`config.mk`:
```
export PLATFORM = sky130hd
export DESIGN_NAME = bsm_status_mask
export DESIGN_NICKNAME = d
export VERILOG_FILES = /design/src/pkg/bsm_pkg.sv /design/src/bsm_status_mask.sv
export VERILOG_INCLUDE_DIRS = /design/src /design/src/pkg
export SDC_FILE = /design/constraint.sdc
export NUM_CORES = 1
export LEC_CHECK = 0
export BUFFER_PORTS_ARGS = -buffer_cell sky130_fd_sc_hd__buf_2
export CORE_MARGIN = 8
export CORE_UTILIZATION = 47
export CTS_CLUSTER_SIZE = 30
export DETAILED_ROUTE_END_ITERATION = 8
export PLACE_DENSITY = 0.78
export SYNTH_ARGS = -nofsm -noshare
export SYNTH_HDL_FRONTEND = slang
export SYNTH_SLANG_ARGS = --single-unit
```
`constraint.sdc`:
```
create_clock -name clock -period 1.3 [get_ports clock]
set_input_delay 0 -clock clock [delete_from_list [all_inputs] [get_ports clock]]
set_output_delay 0 -clock clock [all_outputs]
set_load 0.01 [all_outputs]
```
`src/pkg/bsm_cfg.svh`:
```
`ifndef BSM_CFG_SVH
`define BSM_CFG_SVH
// ==========================================================================
// Register map.
// ==========================================================================
// Converter pair B status register byte address.
`define BSM_ADDR_PAIR_B_STAT   8'h1D
// Global event mask register byte address.
`define BSM_ADDR_EVENT_MASK    8'h1E
// ==========================================================================
// Field positions.
// ==========================================================================
`define BSM_BIT_C3_PG          6
`define BSM_BIT_C3_ILIM        4
`define BSM_BIT_C2_EN          3
`define BSM_BIT_C2_PG          2
`define BSM_BIT_C2_ILIM        0
`define BSM_BIT_TW_MASK        2
`define BSM_BIT_RR_MASK        1
`define BSM_BIT_LR_MASK        0
// ==========================================================================
// Reset values.
// ==========================================================================
// Register-reset interrupt starts masked; the others start enabled.
`define BSM_RST_EVENT_MASK     8'h02
`define BSM_RST_PAIR_B_STAT    8'h00
`endif

```
`src/pkg/bsm_pkg.sv`:
```
// ==========================================================================
// Shared types for the converter status and top mask block.
// ==========================================================================
package bsm_pkg;
  // Raw analogue conditions for converters two and three.
  typedef struct packed {
    logic conv3PowerLow;   // Converter three below power-good threshold.
    logic conv3CurLimit;   // Converter three in current limit.
    logic conv2Enabled;    // Converter two core enabled.
    logic conv2PowerLow;   // Converter two below power-good threshold.
    logic conv2CurLimit;   // Converter two in current limit.
  } bsm_conv_s;
  // Top-level pending interrupt sources.
  typedef struct packed {
    logic thermalWarn;     // Thermal-warning interrupt flag pending.
    logic regReset;        // Register-reset interrupt flag pending.
    logic loadReady;       // Load-current-ready interrupt flag pending.
  } bsm_pend_s;
  typedef logic [7:0] bsm_byte_t;
endpackage : bsm_pkg

```
`src/bsm_status_mask.sv`:
```
`timescale 1ns/1ps
`default_nettype none
`include "bsm_cfg.svh"
module bsm_status_mask (
  input  wire logic                clock,
  input  wire logic                reset,
  input  wire bsm_pkg::bsm_conv_s  convRaw,
  input  wire logic                dieOverWarn,
  input  wire bsm_pkg::bsm_pend_s  pending,
  input  wire logic                regWrite,
  input  wire logic [7:0]          regAddr,
  input  wire logic [7:0]          regWdata,
  output logic [7:0]               regRdata,
  output logic                     thermalWarningStatus,
  output logic                     interruptOutN
);

  // ========================================================================
  // Input synchronisers.
  // ========================================================================
  // Analogue comparators are asynchronous to the clock, so each condition
  // passes two flops before anything reads it.
  // The price is two cycles of lag on every status bit, which is far below
  // any rate at which a host could poll the registers.
  bsm_pkg::bsm_conv_s convMeta_reg;   // First stage, read only by stage two.
  bsm_pkg::bsm_conv_s convSync_reg;   // Stable converter conditions.
  logic               dieMeta_reg;    // First stage of die comparator.
  logic               dieSync_reg;    // Stable die comparator.

  // Two-flop synchroniser for all raw conditions.
  always_ff @(posedge clock) begin
    if (reset) begin
      // Clear both stages so no stale condition shows after reset.
      convMeta_reg <= '0;
      convSync_reg <= '0;
      dieMeta_reg  <= 1'b0;
      dieSync_reg  <= 1'b0;
    end else begin
      // Shift every condition one stage further.
      convMeta_reg <= convRaw;
      convSync_reg <= convMeta_reg;
      dieMeta_reg  <= dieOverWarn;
      dieSync_reg  <= dieMeta_reg;
    end
  end

  // ========================================================================
  // Register decode.
  // ========================================================================
  // Address compare shared by the write and the read path, so the two can
  // never disagree on where a register lives.
  function automatic logic addrMatch(input bsm_pkg::bsm_byte_t addr,
                                     input bsm_pkg::bsm_byte_t target);
    return addr == target;
  endfunction : addrMatch

  // Only the mask register is writable; the status register ignores writes.
  wire maskSel = addrMatch(regAddr, `BSM_ADDR_EVENT_MASK);   // Mask register addressed.
  wire statHit = addrMatch(regAddr, `BSM_ADDR_PAIR_B_STAT);  // Status register addressed.
  wire maskHit = regWrite && maskSel;                         // Write strobe for the mask.

  bsm_pkg::bsm_byte_t eventMask_reg;   // Global event mask register.
  bsm_pkg::bsm_byte_t statusByte;      // Assembled status byte.

  // Reserved bits 5, 1 and 7 read zero; nothing drives bit 7.
  // The byte is a plain view of the synchronised levels; nothing latches
  // here, so a condition shorter than a poll interval can go unseen.
  always_comb begin
    statusByte                   = '0;
    statusByte[`BSM_BIT_C3_PG]   = convSync_reg.conv3PowerLow;
    statusByte[`BSM_BIT_C3_ILIM] = convSync_reg.conv3CurLimit;
    statusByte[`BSM_BIT_C2_EN]   = convSync_reg.conv2Enabled;
    statusByte[`BSM_BIT_C2_PG]   = convSync_reg.conv2PowerLow;
    statusByte[`BSM_BIT_C2_ILIM] = convSync_reg.conv2CurLimit;
  end

  // Read mux; unmapped addresses read zero.
  // Registering the result keeps regRdata glitch free, at the price of one
  // cycle between the address and its data.
  wire bsm_pkg::bsm_byte_t rdNext = statHit ? statusByte :
                                    maskSel ? eventMask_reg : 8'h00;

  // ========================================================================
  // Mask register and read data.
  // ========================================================================
  // All eight bits are read/write; the reserved upper bits simply store, so
  // software reading the mask back always sees what it wrote.
  always_ff @(posedge clock) begin
    if (reset) begin
      // Register-reset source starts blocked; the other two start open.
      eventMask_reg <= `BSM_RST_EVENT_MASK;
      regRdata      <= 8'h00;
    end else begin
      // A write lands on the edge that sees the strobe.
      if (maskHit) begin
        eventMask_reg <= regWdata;
      end
      // Read data follows the address one cycle late.
      regRdata <= rdNext;
    end
  end

  // ========================================================================
  // Interrupt gating.
  // ========================================================================
  // Masks act only on the interrupt path; flags and status stay untouched.
  // The pending struct packs thermal warning, register reset and load ready
  // from the top bit down; the table below names the mask bit of each source.
  localparam int unsigned gateMaskBit [3] = '{`BSM_BIT_LR_MASK, `BSM_BIT_RR_MASK,
                                              `BSM_BIT_TW_MASK};
  wire logic [2:0] pendVec = pending;   // Pending flags as a plain vector.
  wire logic [2:0] srcGated;            // Sources that survive their mask.

  // One gate per source; a set mask bit blocks that source and no other.
  for (genvar g = 0; g < 3; g++) begin : g_gate
    assign srcGated[g] = pendVec[g] & ~eventMask_reg[gateMaskBit[g]];
  end

  // Any surviving source pulls the pin low.
  wire irqNext = |srcGated;

  // The pending inputs come from same-clock flag logic, so no sync here.
  // The pin is registered to keep it glitch free, costing one cycle.
  // A flag that is set and cleared again within one cycle may never reach
  // the pin; the flag logic outside is expected to hold flags until read.
  always_ff @(posedge clock) begin
    if (reset) begin
      // Pin released and status clear while in reset.
      interruptOutN        <= 1'b1;
      thermalWarningStatus <= 1'b0;
    end else begin
      // The status comes from the comparator alone, so no mask can hide it.
      interruptOutN        <= ~irqNext;
      thermalWarningStatus <= dieSync_reg;
    end
  end

  // ========================================================================
  // Assertions.
  // ========================================================================
  a_mask_reset_value: assert property (@(posedge clock)
    $fell(reset) |-> eventMask_reg == 8'h02)
    else $error("Mask register reset value wrong.");
  a_thermal_irq_gate: assert property (@(posedge clock) disable iff (reset)
    (pending.thermalWarn && !eventMask_reg[2] && !reset) |=> !interruptOutN)
    else $error("Unmasked thermal warning did not drive interrupt.");
  a_reset_irq_gate: assert property (@(posedge clock) disable iff (reset)
    (pending == 3'b010 && eventMask_reg[1]) |=> interruptOutN)
    else $error("Masked register-reset interrupt reached the pin.");
  a_load_irq_gate: assert property (@(posedge clock) disable iff (reset)
    (pending == 3'b001 && !eventMask_reg[0]) |=> !interruptOutN)
    else $error("Unmasked load-ready did not drive interrupt.");
  a_irq_release: assert property (@(posedge clock) disable iff (reset)
    (pending == 3'b000) |=> interruptOutN)
    else $error("Interrupt held with nothing pending.");
  // The status follows the second synchroniser stage one cycle later.
  a_thermal_status: assert property (@(posedge clock) disable iff (reset)
    $rose(dieSync_reg) |=> thermalWarningStatus)
    else $error("Thermal status did not follow die comparator.");
  a_thermal_unmasked: assert property (@(posedge clock) disable iff (reset)
    (eventMask_reg[2] && dieSync_reg) |=> thermalWarningStatus)
    else $error("Thermal mask suppressed the status bit.");
  a_stat_c3_pg: assert property (@(posedge clock) disable iff (reset)
    (statHit && convSync_reg.conv3PowerLow) |=> regRdata[6])
    else $error("Converter three power-good bit wrong.");
  a_stat_c3_ilim: assert property (@(posedge clock) disable iff (reset)
    (statHit && !convSync_reg.conv3CurLimit) |=> !regRdata[4])
    else $error("Converter three current-limit bit wrong.");
  a_stat_c2_en: assert property (@(posedge clock) disable iff (reset)
    statHit |=> regRdata[3] == $past(convSync_reg.conv2Enabled))
    else $error("Converter two enable bit wrong.");
  a_stat_c2_pg: assert property (@(posedge clock) disable iff (reset)
    statHit |=> regRdata[2] == $past(convSync_reg.conv2PowerLow))
    else $error("Converter two power-good bit wrong.");
  a_stat_c2_ilim: assert property (@(posedge clock) disable iff (reset)
    statHit |=> regRdata[0] == $past(convSync_reg.conv2CurLimit) && !regRdata[1])
    else $error("Converter two current-limit bit wrong.");

  // Further checks on the mask register and the pin.
  a_mask_write_lands: assert property (@(posedge clock) disable iff (reset)
    maskHit |=> eventMask_reg == $past(regWdata))
    else $error("Mask write did not land.");
  a_reset_irq_open: assert property (@(posedge clock) disable iff (reset)
    (pending == 3'b010 && !eventMask_reg[`BSM_BIT_RR_MASK]) |=> !interruptOutN)
    else $error("Unmasked register-reset interrupt did not drive interrupt.");
  a_thermal_masked_pin: assert property (@(posedge clock) disable iff (reset)
    (pending == 3'b100 && eventMask_reg[`BSM_BIT_TW_MASK]) |=> interruptOutN)
    else $error("Masked thermal warning reached the pin.");
  a_load_masked_pin: assert property (@(posedge clock) disable iff (reset)
    (pending == 3'b001 && eventMask_reg[`BSM_BIT_LR_MASK]) |=> interruptOutN)
    else $error("Masked load-ready interrupt reached the pin.");
  // Thermal status must drop again once the die cools below the level.
  a_thermal_clear: assert property (@(posedge clock) disable iff (reset)
    $fell(dieSync_reg) |=> !thermalWarningStatus)
    else $error("Thermal status did not clear.");
  // Reset checks carry no disable clause, since reset is what they watch.
  a_reset_outputs: assert property (@(posedge clock)
    reset |=> interruptOutN && !thermalWarningStatus && regRdata == 8'h00)
    else $error("Outputs not at reset values after reset.");

  // Main scenarios that a run should reach.
  c_mask_write: cover property (@(posedge clock) maskHit);
  c_irq_assert: cover property (@(posedge clock) $fell(interruptOutN));
  c_masked_thermal: cover property (@(posedge clock)
    pending.thermalWarn && eventMask_reg[2]);
  c_status_read: cover property (@(posedge clock) statHit && convSync_reg != '0);
  c_load_irq: cover property (@(posedge clock)
    pending.loadReady && !eventMask_reg[`BSM_BIT_LR_MASK]);

endmodule : bsm_status_mask
`default_nettype wire

```
# Word level (Yosys, flattened, before mapping)
# Cells that the tools add are included.
dict set report totals {
  reg_bits 30
  input_bits 28
  output_inout_bits 10
  word_cells 32
}
dict set report classes {
  n_eq_ne 2
  n_mux 2
  bitwise 8
  reduce_logical 3
}
# op count
set ops {}
lappend ops {{$eq A8 B5 Y1 const B} 2}
lappend ops {{$mux W7} 2}
lappend ops {{$reduce_or A3 Y1} 2}
lappend ops {{$not A1 Y1} 5}
lappend ops {{$and A1 B1 Y1} 3}
lappend ops {{$logic_and A1 B1 Y1} 1}

# Depth between registers and ports, before layout
dict set report logic_depth {
  ltp_word 4
  depth_mapped 3
  ltp_nobuf 3
}

# Least setup slack after synthesis
# Ideal clock, no wire load.
dict set report synth_path {
  kind {input to register}
  start {in regAddr[5]}
  end {reg eventMask_reg[0]}
  setup_ps 72
  arrival_ps 914
  required_time_ps 1228
  setup_slack_ps 314
  cell_stages 3
  n_path_buf 0
  path_cell_list {nand4b_4 > nor4_4 > mux2i_1}
}
dict set report synth_via {
  elab_chain_cells 2
}
# item line_no
set synth_lines {}
lappend synth_lines {{from (decl)} bsm_status_mask.sv:11} ;# input wire logic [7:0] regAddr,
lappend synth_lines {{$eq A8 B5 Y1} bsm_status_mask.sv:54} ;# return addr == target;
lappend synth_lines {{$logic_and A1 B1 Y1} bsm_status_mask.sv:60} ;# wire maskHit = regWrite && maskSel;
lappend synth_lines {{to (signal assigned)} bsm_status_mask.sv:91} ;# eventMask_reg <= `BSM_RST_EVENT_MASK;
lappend synth_lines {{to (signal assigned)} bsm_status_mask.sv:96} ;# eventMask_reg <= regWdata;
lappend synth_lines {{to (decl)} bsm_status_mask.sv:62} ;# bsm_pkg::bsm_byte_t eventMask_reg;
# Every way passes these cells.
# A chain may end at the register's enable or synchronous reset.

# Worst setup path in the final report
dict set report layout_path {
  start {reg eventMask_reg[0]}
  end {reg interruptOutN}
}
dict set report layout_via {
  elab_chain_cells 4
}
# item line_no
set layout_lines {}
lappend layout_lines {{$not A1 Y1} bsm_status_mask.sv:116} ;# assign srcGated[g] = pendVec[g] & ~eventMask_reg[gateMaskBit[g]];
lappend layout_lines {{$and A1 B1 Y1} bsm_status_mask.sv:116}
lappend layout_lines {{$reduce_or A3 Y1} bsm_status_mask.sv:120} ;# wire irqNext = |srcGated;
lappend layout_lines {{$not A1 Y1} bsm_status_mask.sv:133} ;# interruptOutN <= ~irqNext;
lappend layout_lines {{to (signal assigned)} bsm_status_mask.sv:133}
lappend layout_lines {{to (decl)} bsm_status_mask.sv:15} ;# output logic interruptOutN
# Every way passes these cells.

==> results by stage <==
Route:
- Before antenna repair, the detailed router went through 4 iterations.
- For this run, design rule violations remaining after detail routing come to 0.
- The iteration-0 DRC count of the detailed router is 18.
- After detailed routing, the total wire length is 2220 um.
- Using the TritonRoute via totals, the vias-per-cell ratio works out to 4.57.
- The average detailed-routed wire length per instance is 12.3 um.
- The number of antenna-violating nets in the routed design is 0.
- The detailed-route via count is 828.

Global route:
- In the global route stage, met1 resource usage came out at 10.0%.
- For this run, the total global-route usage over all layers was measured as 11.9%.
- The global-route wire length before repair is 3740 um.
- The layer with the highest usage after global routing is met2.
- Entering global routing, the biggest net connects 31 pins.
- In the global route stage, met3 resource usage came out at 7.60%.
- For this run, global-route usage on met2 was measured as 21.3%.
- The remaining global-route overflow is 0.
- The number of antenna violations at the first check in global routing is 0.
- The number of global-route vias before repair came to 864.

Layout:
- Cells fill 69.4% of the core in the end.
- With fillers left out, the area of the finished cells amounts to 1510 um^2.
- The final non-filler cell total is 181.
- The number of inserted diodes is 0.
- The relative area change from synthesis to final layout is 42.0%.
- The post-route netlist has 33.3% of its cells at a drive strength greater than 1.
- The final net count is 181.

Status:
- The flow ran to the end, and the final reports show no timing, DRC or antenna violations.

Die:
- The area of the die is 4030 um^2.
- The effective utilization at floorplan is 48.8%.
- The total number of placement rows is 17.
- The horizontal extent of the die is 63.5 um.
- The standard cell core area is 2170 um^2.
- During I/O placement, the number of pins put on the boundary was 38.
- The floorplan die height is 63.5 um.

Job:
- The reported max-cap violation count is 0.

Pwr:
- The design internal power is 1.47 mW.
- The proportion of power drawn by combinational gates is 7.8%.
- VDD sags by at most 824 uV.
- Of the total power, the clock network draws 40.7%.
- The static power due to leakage is 0.647 nW.
- The net switching power of the design is 0.355 mW.
- Total power for the finished layout comes to 1.83 mW.
- For this design the ratio of total power to cell area is 1220 nW/um^2.
- The sequential fraction of design power is 51.5%.
- Net switching is 19.4% of the power.

Synthesis:
- The gate count after technology mapping is 96.
- The sequential element share of the synthesized area is 56.7%.
- The average instance area after synthesis is 11.0 um^2.
- Synthesis instantiated 17 different standard cells from the library.
- The mapped cell area is 1060 um^2.
- The number of nets produced by synthesis is 124.
- The library cell with the largest summed area after synthesis is dfxtp_1.
- The proportion of netlist area held by the largest area contributor is 56.7%.
- By area the synthesized netlist is led by dfxtp_1 57%, nor2b_1 8.9%, nand2b_1 8.3%, mux2i_1 7.6%, a22oi_1 3.5%.
- Yosys printed 0 warnings.
- After synthesis the netlist holds a flip-flop and latch count of 30.

Clocking:
- After clock tree synthesis, the repair step resized 0 gates.
- The H-tree was split into 2 levels.
- The cell sitting at the root of the clock tree is a clkbuf_4.
- The maximum buffer depth of the clock tree is 2.
- The later-pin clock latency in the skew report is 0.32 ns.
- After clock tree synthesis, the clock-pin slew on the worst setup and hold paths is 0.09 ns.
- The number of hold-repair buffers added at the cts stage is 14.
- The CTS tree is built.
- Counting the buffers created by CTS gives 5.
- The total clock sinks is 30.
- After clock tree synthesis, the setup repair step added 0 buffers.

STA:
- The max-slew violation total from the final report is 0.
- Setup violations remaining at the end of the flow were counted as 0.
- Dividing the final minimum period by the clock period gives 69.4%.
- The max-slew headroom at the worst pin is 74.6%.
- Counting I/O delays and the setup requirement, the final critical path takes 0.902 ns.
- The final hold violation count came to 0.
- Setup repair after global routing left no endpoint under its margin.
- On the final layout, the worst clock skew is 0.00410 ns.
- The sum of negative setup slack is 0 ns.
- At the pin with the least slew margin, the transition time is 0.378 ns.
- Timing would allow up to 1110 MHz.

Place:
- The congestion estimate from routability-driven global placement came to 0.729.
- The placed instances occupy a cell area of 1280 um^2.
- During placement, the flow inserted port buffers numbering 37.
- Including well taps, the total number of placed cells is 160.

Min path:
- The worst hold path belongs to the class in2reg.
- The startpoint of the lowest-slack hold path is reset.

Critical path:
- STA classifies the critical path endpoint as a register.
- The required time of the critical path is 1.57 ns.
- Data arrives at the worst endpoint at 1.17 ns.
- The start point of the critical path is eventMask_reg[0].
- The type of the setup path with the least slack is reg2reg.
- Of all nets on the critical path, the largest fanout is 3.
- STA classifies the critical path startpoint as a register.
- In this run the critical register-to-register path is launched from eventMask_reg[0].
cell usage in the layout, fill, tap and decap left out:
cell           Yosys  routed
a22oi_1            5       5
or3b_2             1       1
and2_1             3       3
a222oi_1           1       1
nor4_1             1       1
dfxtp_1           30      30
inv_1              3       3
dlygate4sd3_1      0      14
nor4_4             1       1
nor2_1             7       7
nand3b_1           1       1
mux2i_1            8       8
nand4b_4           1       1
or4_2              1       1
nor2b_1           15      15
buf_4              0       2
or2_2              1       1
buf_2              0      37
clkbuf_8           0       1
bufinv_16          0       1
nand2b_1          14      14
clkbuf_4           0       5
cell families (layout without fill, tap and decap cells):
logic type	Yosys count	after routing	share of synthesized area (%)
and+or+nand+nor	46	46	29.2
DFF	30	30	56.7
muxes	8	8	7.56
AOI/OAI and AO/OA	6	6	4.49
buffers and inverters	6	63	2.12
critical path, stage by stage (launching register included):
cell and delay [ns]:
dfxtp_1 0.38, inv_1 0.06, a222oi_1 0.27, or2_2 0.15
final cells by class:
cell class,instances,area (um^2)
fill,168,664
clock buffer,6,51.3
timing repair buffer,53,340
sequential,30,601
multi-input combinational,60,437
tap,28,35.0
inverter,3,11.3
clock inverter,1,30.0
routing by layer:
layer | part of all wire (%) | up-vias
li1 | - | 431
met1 | 39 | 365
met2 | 50 | 26
met3 | 8.9 | 6
met4 | 1.9 | 0
met5 | 0 | -
metrics by stage:
step | hold slack [ns] | setup slack (ns)
2_1_floorplan | 0.128 | 0.314
3_3_place_gp | 0.206 | 0.184
3_5_place_dp | 0.212 | 0.161
4_1_cts | 0.00255 | 0.394
5_1_grt | 0.00265 | 0.361
6_report | 0.0169 | 0.398
path summary, 6_finish.rpt:
check	to	slack, ns	cells after the start
setup reg to reg	interruptOutN	0.40	3
hold / removal	regRdata[3]	0.02	3
hold reg to reg	convSync_reg[0]	0.44	1
setup / recovery	interruptOutN	0.40	3
synth_stat cells:
cell type  number
dfxtp_1        30
nor2b_1        15
nand2b_1       14
mux2i_1         8
nor2_1          7
a22oi_1         5
and2_1          3
clkbuf_1        3
inv_1           3
a222oi_1        1
nand3b_1        1
nand4b_4        1
nor4_1          1
nor4_4          1
or2_2           1
or3b_2          1
or4_2           1
power by group through the flow:
stage	combinational, mW	sequential (mW)	clock (mW)
global placement	0.106	0.964	0
finish	0.142	0.942	0.745
CTS	0.142	0.943	0.764
global route	0.156	0.945	0.807
floorplan	0.0496	0.965	0
detailed placement	0.110	0.964	0
No activity file was read; power rests on OpenSTA's default activity.
